**src/rtl/tfupv_defines.svh**
```systemverilog
// Purpose: constants of the file-write / password-check command interpreter
// Assumes: byte-wide command and response streams
// Notes:   status words are {sw1, sw2}
`ifndef TFUPV_DEFINES_SVH
`define TFUPV_DEFINES_SVH

`define TFUPV_CLA_STD       8'h00
`define TFUPV_INS_WRITE     8'hD6
`define TFUPV_INS_VERIFY    8'h20
`define TFUPV_LC_MIN        8'h01
`define TFUPV_LC_MAX        8'hF6
`define TFUPV_LC_NONE       8'h00
`define TFUPV_LC_PWD        8'h10

`define TFUPV_PID_READ      16'h0001
`define TFUPV_PID_WRITE     16'h0002
`define TFUPV_PID_I2C       16'h0003

`define TFUPV_SW_OK         16'h9000
`define TFUPV_SW_UPD_FAIL   16'h6581
`define TFUPV_SW_WRONG_LEN  16'h6700
`define TFUPV_SW_SECURITY   16'h6982
`define TFUPV_SW_NOT_FOUND  16'h6A82
`define TFUPV_SW_CLASS      16'h6E00
`define TFUPV_SW_BAD_INS    16'h6D00
`define TFUPV_SW_PWD_REQ    16'h6300
`define TFUPV_SW_NO_NDEF    16'h6985
`define TFUPV_SW_INCOMPAT   16'h6981
`define TFUPV_SW_BAD_DATA   16'h6A80
`define TFUPV_SW_PROCEED    16'h0000
`define TFUPV_SW1_RETRY     8'h63
`define TFUPV_SW2_RETRY_HI  4'hC

`define TFUPV_RF_RETRIES    4'h3
`define TFUPV_HDR_LC_IDX    3'h4
`define TFUPV_HDR_P2_IDX    3'h3

`endif

```
**src/rtl/tfupv_pkg.sv**
```systemverilog
// Purpose: types of the file-write / password-check command interpreter
// Assumes: nothing beyond the defines header
// Notes:   all carriers are packed structs
package tfupv_pkg;

	typedef enum logic [2:0] {ST_HDR, ST_DATA, ST_SKIP, ST_CHECK, ST_COMMIT, ST_SW1, ST_SW2}
		tfupv_state_type;

	typedef struct packed {
		logic       valid;
		logic       last;
		logic [7:0] data;
	} tfupv_byte_type;

	typedef struct packed {
		logic        we;
		logic [15:0] addr;
		logic [7:0]  wdata;
		logic        commit;
	} tfupv_mem_type;

	typedef struct packed {
		tfupv_state_type state;
		logic [7:0]      cla;
		logic [7:0]      ins;
		logic [15:0]     p1p2;
		logic [7:0]      lc;
		logic [2:0]      idx;
		logic [7:0]      dcnt;
		logic            over;
		logic [15:0]     sw;
		logic [3:0]      retries;
		logic            read_grant;
		logic            write_grant;
		logic [31:0]     wait_cnt;
		logic            wtx;
		tfupv_mem_type   mem;
		tfupv_byte_type  tx;
	} tfupv_regs_type;

	typedef struct packed {
		logic [127:0] shift;
	} tfupv_pwd_type;

endpackage

```
**src/rtl/tfupv_cmd.sv**
```systemverilog
// Purpose: interprets file-write and password-check command frames, answers status
// Assumes: frames arrive one byte per rx_i.valid, rx_i.last marks the final byte
// Notes:   memory write is byte by byte, then one commit with a done handshake
`timescale 1ns/1ps
`default_nettype none
`include "tfupv_defines.svh"

module tfupv_cmd
	import tfupv_pkg::*;
#(
	parameter int WTX_CYCLES = 1000  // commit cycles before each extension request
)
(
	input  wire logic            clock_i,        // 125 MHz system clock
	input  wire logic            rst_i,          // synchronous reset, high
	input  wire tfupv_byte_type  rx_i,           // command frame bytes
	input  wire logic            tx_ready_i,     // response sink takes tx_o
	output tfupv_byte_type       tx_o,           // response bytes
	output tfupv_mem_type        mem_o,          // file write port
	input  wire logic            mem_done_i,     // commit finished, one pulse
	input  wire logic            mem_ok_i,       // commit result with mem_done_i
	output logic                 wtx_req_o,      // timing extension request pulse
	input  wire logic            from_i2c_i,     // frame came from the I2C host
	input  wire logic            session_open_i, // new RF session pulse
	input  wire logic            select_i,       // a file select completed, pulse
	input  wire logic            file_sel_i,     // some file is selected
	input  wire logic            ndef_sel_i,     // selected file is an NDEF file
	input  wire logic [15:0]     file_len_i,     // length of the selected file
	input  wire logic            read_prot_i,    // NDEF read needs a password
	input  wire logic            write_prot_i,   // NDEF write needs a password
	input  wire logic [127:0]    read_pwd_i,     // read reference password
	input  wire logic [127:0]    write_pwd_i,    // write reference password
	input  wire logic [127:0]    i2c_pwd_i,      // I2C reference password
	output logic                 read_grant_o,   // read right granted
	output logic                 write_grant_o,  // write right granted
	output logic [3:0]           retries_o       // RF retries left
);

	tfupv_regs_type r;
	tfupv_regs_type next_r;
	logic           pwd_clear;
	logic           pwd_shift;
	logic           pwd_match;
	logic [127:0]   ref_pwd;
	logic           len_ok;

	// header screening, shared by the short-frame and full-header paths
	function automatic logic [15:0] hdr_check(input logic [7:0] cla, input logic [7:0] ins,
		input logic [15:0] p1p2, input logic [7:0] lc);
		logic [16:0] end_pos;
		logic        prot;
		logic        pid_ok;
		end_pos = {1'b0, p1p2} + {9'h000, lc};
		prot    = (p1p2 == `TFUPV_PID_READ) ? (read_prot_i && !r.read_grant) :
			(p1p2 == `TFUPV_PID_WRITE) ? (write_prot_i && !r.write_grant) : 1'b0;
		pid_ok  = (p1p2 == `TFUPV_PID_READ) || (p1p2 == `TFUPV_PID_WRITE) ||
			((p1p2 == `TFUPV_PID_I2C) && from_i2c_i);
		hdr_check = `TFUPV_SW_BAD_INS;
		if (cla != `TFUPV_CLA_STD)
			hdr_check = `TFUPV_SW_CLASS;
		else if (ins == `TFUPV_INS_WRITE)
		begin
			if (!file_sel_i)
				hdr_check = `TFUPV_SW_NOT_FOUND;
			else if (lc < `TFUPV_LC_MIN || lc > `TFUPV_LC_MAX)
				hdr_check = `TFUPV_SW_WRONG_LEN;
			else if (end_pos > {1'b0, file_len_i})
				hdr_check = `TFUPV_SW_WRONG_LEN;
			else if (ndef_sel_i && write_prot_i && !r.write_grant)
				hdr_check = `TFUPV_SW_SECURITY;
			else
				hdr_check = `TFUPV_SW_PROCEED;
		end
		else if (ins == `TFUPV_INS_VERIFY)
		begin
			if (!ndef_sel_i)
				hdr_check = file_sel_i ? `TFUPV_SW_INCOMPAT : `TFUPV_SW_NO_NDEF;
			else if (!pid_ok)
				hdr_check = `TFUPV_SW_BAD_DATA;
			else if (!from_i2c_i && r.retries == 4'h0)
				hdr_check = `TFUPV_SW_SECURITY;
			else if (lc == `TFUPV_LC_NONE)
				hdr_check = prot ? `TFUPV_SW_PWD_REQ : `TFUPV_SW_OK;
			else if (lc == `TFUPV_LC_PWD)
				hdr_check = `TFUPV_SW_PROCEED;
			else
				hdr_check = `TFUPV_SW_BAD_DATA;
		end
	endfunction

	assign ref_pwd = (r.p1p2 == `TFUPV_PID_READ) ? read_pwd_i :
		(r.p1p2 == `TFUPV_PID_I2C) ? i2c_pwd_i : write_pwd_i;

	tfupv_pwd_match #(
		.PWD_BITS (128)
	) u_pwd (
		.clock_i (clock_i),
		.rst_i   (rst_i),
		.clear_i (pwd_clear),
		.shift_i (pwd_shift),
		.byte_i  (rx_i.data),
		.ref_i   (ref_pwd),
		.match_o (pwd_match)
	);

	always_comb
	begin
		next_r         = r;
		next_r.mem.we  = 1'b0;
		next_r.mem.commit = 1'b0;
		next_r.wtx     = 1'b0;
		pwd_clear      = 1'b0;
		pwd_shift      = 1'b0;
		len_ok         = 1'b0;
		// a new select drops earlier rights, a new session restores retries unless a failed RF check falls in the same cycle
		if (session_open_i)
		begin
			next_r.retries     = `TFUPV_RF_RETRIES;
			next_r.read_grant  = 1'b0;
			next_r.write_grant = 1'b0;
		end
		else if (select_i)
		begin
			next_r.read_grant  = 1'b0;
			next_r.write_grant = 1'b0;
		end
		unique case (r.state)
			ST_HDR:
				if (rx_i.valid)
				begin
					next_r.idx = r.idx + 3'h1;
					unique case (r.idx)
						3'h0: next_r.cla = rx_i.data;
						3'h1: next_r.ins = rx_i.data;
						3'h2: next_r.p1p2[15:8] = rx_i.data;
						3'h3: next_r.p1p2[7:0] = rx_i.data;
						default: next_r.lc = rx_i.data;
					endcase
					if (r.idx == `TFUPV_HDR_LC_IDX)
					begin
						next_r.sw = hdr_check(r.cla, r.ins, r.p1p2, rx_i.data);
						next_r.dcnt = 8'h00;
						next_r.over = 1'b0;
						if (rx_i.last)
						begin
							if (next_r.sw == `TFUPV_SW_PROCEED)
								next_r.sw = `TFUPV_SW_WRONG_LEN;
							next_r.state = ST_SW1;
						end
						else if (next_r.sw == `TFUPV_SW_PROCEED)
						begin
							next_r.state = ST_DATA;
							pwd_clear    = 1'b1;
						end
						else
							next_r.state = ST_SKIP;
					end
					else if (rx_i.last)
					begin
						// four-byte frame without Lc is screened as if Lc were zero; shorter frames get wrong length
						next_r.sw = (r.idx == `TFUPV_HDR_P2_IDX) ?
							hdr_check(r.cla, r.ins, {r.p1p2[15:8], rx_i.data}, 8'h00) :
							`TFUPV_SW_WRONG_LEN;
						if (next_r.sw == `TFUPV_SW_PROCEED)
							next_r.sw = `TFUPV_SW_WRONG_LEN;
						next_r.state = ST_SW1;
					end
				end
			ST_DATA:
				if (rx_i.valid)
				begin
					// bytes past Lc are dropped, never written
					if (r.dcnt == r.lc)
						next_r.over = 1'b1;
					else
					begin
						next_r.dcnt = r.dcnt + 8'h01;
						if (r.ins == `TFUPV_INS_WRITE)
						begin
							next_r.mem.we    = 1'b1;
							next_r.mem.addr  = r.p1p2 + {8'h00, r.dcnt};
							next_r.mem.wdata = rx_i.data;
						end
						else
							pwd_shift = 1'b1;
					end
					if (rx_i.last)
					begin
						len_ok = !next_r.over && (next_r.dcnt == r.lc);
						if (r.ins == `TFUPV_INS_WRITE)
						begin
							if (len_ok)
							begin
								next_r.state      = ST_COMMIT;
								next_r.mem.commit = 1'b1;
								next_r.wait_cnt   = '0;
							end
							else
							begin
								next_r.sw    = `TFUPV_SW_WRONG_LEN;
								next_r.state = ST_SW1;
							end
						end
						else if (len_ok)
							next_r.state = ST_CHECK;
						else
						begin
							next_r.sw    = `TFUPV_SW_BAD_DATA;
							next_r.state = ST_SW1;
						end
					end
				end
			ST_SKIP:
				if (rx_i.valid && rx_i.last)
					next_r.state = ST_SW1;
			ST_CHECK:
			begin
				next_r.state = ST_SW1;
				if (pwd_match)
				begin
					next_r.sw = `TFUPV_SW_OK;
					if (r.p1p2 != `TFUPV_PID_WRITE)
						next_r.read_grant = 1'b1;
					if (r.p1p2 != `TFUPV_PID_READ)
						next_r.write_grant = 1'b1;
					if (!from_i2c_i)
						next_r.retries = `TFUPV_RF_RETRIES;
				end
				else
				begin
					// only the RF host is limited; I2C failures keep the count
					if (!from_i2c_i)
						next_r.retries = r.retries - 4'h1;
					next_r.sw = {`TFUPV_SW1_RETRY, `TFUPV_SW2_RETRY_HI, next_r.retries};
				end
			end
			ST_COMMIT:
			begin
				next_r.wait_cnt = r.wait_cnt + 32'h1;
				// repeat the extension request every window while memory is busy
				if (r.wait_cnt == 32'(WTX_CYCLES - 1))
				begin
					next_r.wtx      = 1'b1;
					next_r.wait_cnt = '0;
				end
				if (mem_done_i)
				begin
					next_r.sw    = mem_ok_i ? `TFUPV_SW_OK : `TFUPV_SW_UPD_FAIL;
					next_r.state = ST_SW1;
					next_r.wtx   = 1'b0;
				end
			end
			ST_SW1:
				if (tx_ready_i)
				begin
					next_r.tx.data = r.sw[7:0];
					next_r.tx.last = 1'b1;
					next_r.state   = ST_SW2;
				end
			ST_SW2:
				if (tx_ready_i)
				begin
					next_r.tx    = '0;
					next_r.idx   = 3'h0;
					next_r.state = ST_HDR;
				end
		endcase
		if (next_r.state == ST_SW1 && r.state != ST_SW1)
		begin
			next_r.tx.valid = 1'b1;
			next_r.tx.last  = 1'b0;
			next_r.tx.data  = next_r.sw[15:8];
		end
	end

	always_ff @(posedge clock_i)
	begin
		if (rst_i)
		begin
			r         <= '0;
			r.retries <= `TFUPV_RF_RETRIES;
		end
		else
			r <= next_r;
	end

	assign tx_o          = r.tx;
	assign mem_o         = r.mem;
	assign wtx_req_o     = r.wtx;
	assign read_grant_o  = r.read_grant;
	assign write_grant_o = r.write_grant;
	assign retries_o     = r.retries;
endmodule

`default_nettype wire

```
**src/rtl/tfupv_pwd_match.sv**
```systemverilog
// Purpose: collects a 16-byte password and compares it with a reference
// Assumes: first byte received is the most significant
// Notes:   match is combinational from the collected value
`timescale 1ns/1ps
`default_nettype none

module tfupv_pwd_match
	import tfupv_pkg::*;
#(
	parameter int PWD_BITS = 128
)
(
	input  wire logic                clock_i,  // system clock
	input  wire logic                rst_i,    // synchronous reset, high
	input  wire logic                clear_i,  // start of a new password
	input  wire logic                shift_i,  // take byte_i
	input  wire logic [7:0]          byte_i,   // password byte
	input  wire logic [PWD_BITS-1:0] ref_i,    // stored reference
	output logic                     match_o   // collected value equals ref_i
);

	tfupv_pwd_type r;
	tfupv_pwd_type next_r;

	always_comb
	begin
		next_r = r;
		if (clear_i)
			next_r.shift = '0;
		else if (shift_i)
			next_r.shift = {r.shift[119:0], byte_i};
	end

	always_ff @(posedge clock_i)
	begin
		if (rst_i)
			r <= '0;
		else
			r <= next_r;
	end

	assign match_o = (r.shift == ref_i);

endmodule

`default_nettype wire

```
**config.mk**
```make
export PLATFORM = sky130hd
export DESIGN_NAME = tfupv_cmd
export DESIGN_NICKNAME = d
export VERILOG_FILES = /design/src/rtl/tfupv_pkg.sv /design/src/rtl/tfupv_cmd.sv /design/src/rtl/tfupv_pwd_match.sv
export VERILOG_INCLUDE_DIRS = /design/src /design/src/rtl
export SDC_FILE = /design/constraint.sdc
export NUM_CORES = 1
export LEC_CHECK = 0
export BUFFER_PORTS_ARGS = -buffer_cell sky130_fd_sc_hd__buf_2
export CORE_ASPECT_RATIO = 2
export CORE_MARGIN = 4
export CORE_UTILIZATION = 54
export CTS_BUF_LIST = sky130_fd_sc_hd__clkbuf_4 sky130_fd_sc_hd__clkbuf_8
export DETAILED_ROUTE_END_ITERATION = 8
export GPL_TIMING_DRIVEN = 0
export PLACE_DENSITY = 0.84
export SLEW_MARGIN = 10
export SYNTH_ARGS = -nofsm -noshare
export SYNTH_HDL_FRONTEND = slang
export SYNTH_HIERARCHICAL = 1
export SYNTH_SLANG_ARGS = --single-unit
```
**constraint.sdc**
```tcl
create_clock -name clock_i -period 7.7 [get_ports clock_i]
set_clock_uncertainty 0.15 [all_clocks]
set_input_delay 1.54 -clock clock_i [delete_from_list [all_inputs] [get_ports clock_i]]
set_output_delay 1.54 -clock clock_i [all_outputs]
set_load 0.02 [all_outputs]
```
==> reports/qor_table.md <==
| Quantity | This run |
|:---|:---|
| Residual DRC count | 0 |
| Hold slack final | 0.3115 ns |
| Initial DRC Count | 1563 |
| Sum of overflow across all layers after global routing | 0 |
| Post-CTS Repair Setup Buffers | 0 |
| TNS Setup | 0 ns |
| Slew headroom | 0.1594 |
| Type of the worst setup path | reg -> reg |
| Setup repair after global routing missed its margin | no |
| Mean number of vias per cell | 6.059 |
| Core region area | 0.03212 sq mm |
| Final setup viols | 0 |
| Endpoint required time on the critical path | 8.01 ns |
| Leakage power total | 0.009084 uW |
| Die boundary width | 135.4 microns |
| Routed wirelength normalized by instance count | 26.65 microns |
| Nets@finish | 3190 |
| Largest buffer count on any clock path | 3 |
| Floorplan die area | 0.03560 sq mm |
| RD Place Congestion | 1.079 |
| Num CTS Buffers | 40 |
| Post-layout instance area | 0.02132 sq mm |
| Portion of the post-synthesis area used by sequential elements | 0.3105 |
| Floorplan die height | 262.9 microns |
| Global-route total usage across every layer | 0.4621 |
| Global-route wire length before repair | 121300 microns |
| F_max | 130.7 MHz |
| Initial standard-cell utilization of the core | 0.5460 |
| Min Clock Period, post-route | 7.653 ns |
| Post-placement cell area | 0.02041 sq mm |
| Critical path capture point type | flip-flop |
| Maximum number of pins on one net before global-route repair | 11 |
| Netlist cell types | 77 |
| Maximum Capacitance Violations | 0 |
| Worst-path clk slew | 0.07 ns |
| Data arrival time at the worst-slack endpoint | 7.97 ns |
| Fraction of final layout cells sized beyond drive strength 1 | 0.2356 |
| Synth-to-layout area growth | 21.58% |
| Final hold vios | 0 |
| Post-synthesis instance area | 0.01754 sq mm |
| Root Driver | clkbuf_8 |
| Worst IR drop on VDD | 0.1568 mV |
| Post-detailed-routing wire length | 85470 microns |
| Placed wire-length estimate after detailed placement | 70640 microns |
| Row count | 93 |
| Number of input and output port buffers inserted | 463 |
| Number of placed I/O pins | 465 |
| Outcome | finished, final reports clean |
| Antenna violations before repair | 48 |
| Clock tree from TritonCTS | yes |
| CP Max Fanout | 19 |
| Skew-Pair Late Insertion Delay | 0.59 ns |
| Yosys reg bits | 272 |
| Routed Antenna Nets | 0 |
| Post-synthesis async set-or-reset flop share | 0 |
| Most frequent standard cell in the layout excluding fill and tap cells | buf_2 |
| Net count after synthesis | 2684 |
| Period utilisation layout | 0.9938 |
| Most used flip-flop cell after synthesis | dfxtp_1 |
| Via count of the first global-routing pass | 19530 |
| Final Max Tran Viols | 0 |
| Per-instance average area after synthesis | 7.903 sq um |
| Syn. warnings | 6 |
| Clock Sinks | 272 |
| Iteration count of the initial detailed-routing pass | 6 |
| Syn Inst Count | 2219 |
| Transition time at the pin with the least slew margin | 1.261 ns |
| Critical path launch point type | flip-flop |
| Total power of the final layout | 3287 uW |
| Power density cells | 154.2 mW/mm^2 |
| Number of vias in the routed layout | 19430 |
| Kind of path behind the tightest hold check | reg -> reg |
| Post-synth EDFFs | 0 |
| Most used cells in the layout excluding fill and tap cells | buf_2, nand2_1, dfxtp_1 |
| H-tree lvl count | 2 |
## per-layer routing
layer	routed length, microns	vias to the layer above	part of all wire	global-route usage
met5	238	-	0.0028	0
met4	9595	34	0.11	0.4077
met3	9137	437	0.11	0.1808
met2	39800	1179	0.47	0.7643
met1	26700	9036	0.31	0.4322
li1	-	8744	-	-
## final cells by class
type,count,area [sq um]
Antenna cell,29,72.57
Buffer,172,857.1
Clock buffer,61,758.2
Clock inverter,7,65.06
Fill cell,2774,10790
Inverter,47,176.4
Multi-Input combinational cell,1727,11080
Sequential cell,272,5445
Tap cell,427,534.3
Timing Repair Buffer,465,2332
## power by group
group	total, uW	internal [uW]	switching [uW]	leakage, uW
Clock	1260	660	597	0.000435
Sequential	1450	1430	18.3	0.00219
Combinational	581	221	360	0.00645
## synth_stat cells (4+ instances only)
library cell  count  area (sq um)
xor2_1           30         262.8
nand2_1         288          1081
and4_1            6         52.55
nor4_1           26         162.7
o31ai_1           7         52.55
or3_1            12         75.07
inv_1            47         176.4
mux2i_1         266          2663
nand4_1          55         344.1
dfxtp_1         272          5445
a21oi_1         123         615.6
buf_1            10         37.54
o21ai_0         171         855.8
a31o_2            4         35.03
and3_1           10         62.56
or2_2            10         62.56
buf_2            27         135.1
a22oi_1           5         37.54
or4_1             5         37.54
nor2_1          255         957.2
a31oi_1          17         106.4
nor4b_1           5         43.79
nand2b_1         10         62.56
xnor2_1         162          1419
nand3b_1          4         30.03
ha_1             41         513.0
clkbuf_1         91         341.6
nor3_1           28         140.1
and2_1           10         62.56
nand3_1          77         385.4
a211oi_1         15         112.6
a21o_1            4         30.03
o21bai_1          4         30.03
nor3b_1           5         37.54
buf_4            43         322.8
nor2b_1           7         43.79
## timing repair
action,4_1_cts,5_1_grt
gates resized for setup,4,0
hold buffers,0,0
endpoints found under the setup margin,15,7
cloned,0,0
endpoints found under the hold margin,0,0
## through the flow
stage                     instances  setup WS, ns  utilization
after floorplan                2219         2.007            -
after global placement         3109       -0.5059       0.6348
after detailed placement       3111       -0.4968       0.6356
after CTS                      3179        0.1202       0.6618
after global routing           3185       0.07912       0.6622
final                          3207       0.04743       0.6639
## critical path, stage by stage, from the launching register on
cell and delay, ns:
dfxtp_1 0.31, clkbuf_1 0.24, nor4_2 0.59, and4_1 0.27
buf_2 0.20, nand2_1 0.11, nor2_2 0.43, clkbuf_2 0.62
clkbuf_1 0.50, o21ai_0 0.34, xnor2_1 0.82, nand4_1 0.55
nor4_1 0.36, nand4_1 0.13, nor2_1 0.48, o21ai_0 0.46
a21oi_1 0.25, nor2_1 0.06, a21oi_1 0.26, a31oi_1 0.11
mux2_4 0.28
## state kept, by name, indices dropped and copies added (netlist names)
| name | flops |
|---|---|
| r | 101 |
| u_pwd/r | 128 |
| write_grant_o | 1 |
| mem_o | 26 |
| retries_o | 4 |
| read_grant_o | 1 |
| tx_o | 10 |
| wtx_req_o | 1 |
## worst paths after layout
check	from	to	slack [ns]	depth (start not counted)
setup / recovery	r[122]	tx_o[5]	0.05	20
hold / removal	r[136]	r[136]	0.31	2
setup reg to reg	r[122]	tx_o[5]	0.05	20
hold reg to reg	r[136]	r[136]	0.31	2
## kinds of logic (layout without fill, tap and decap cells)
group,count (synthesis),after routing,share of synthesized area
AOI/OAI and AO/OA,389,389,0.1266
other,0,29,0
and+or+nand+nor,831,831,0.2201
buffers and inverters,220,752,0.05908
muxes,272,272,0.1563
adders and majority gates,43,43,0.03154
xor gates and xnor gates,192,192,0.09589
DFF,272,272,0.3105
Note: power is estimated with default switching activity, not from simulation.
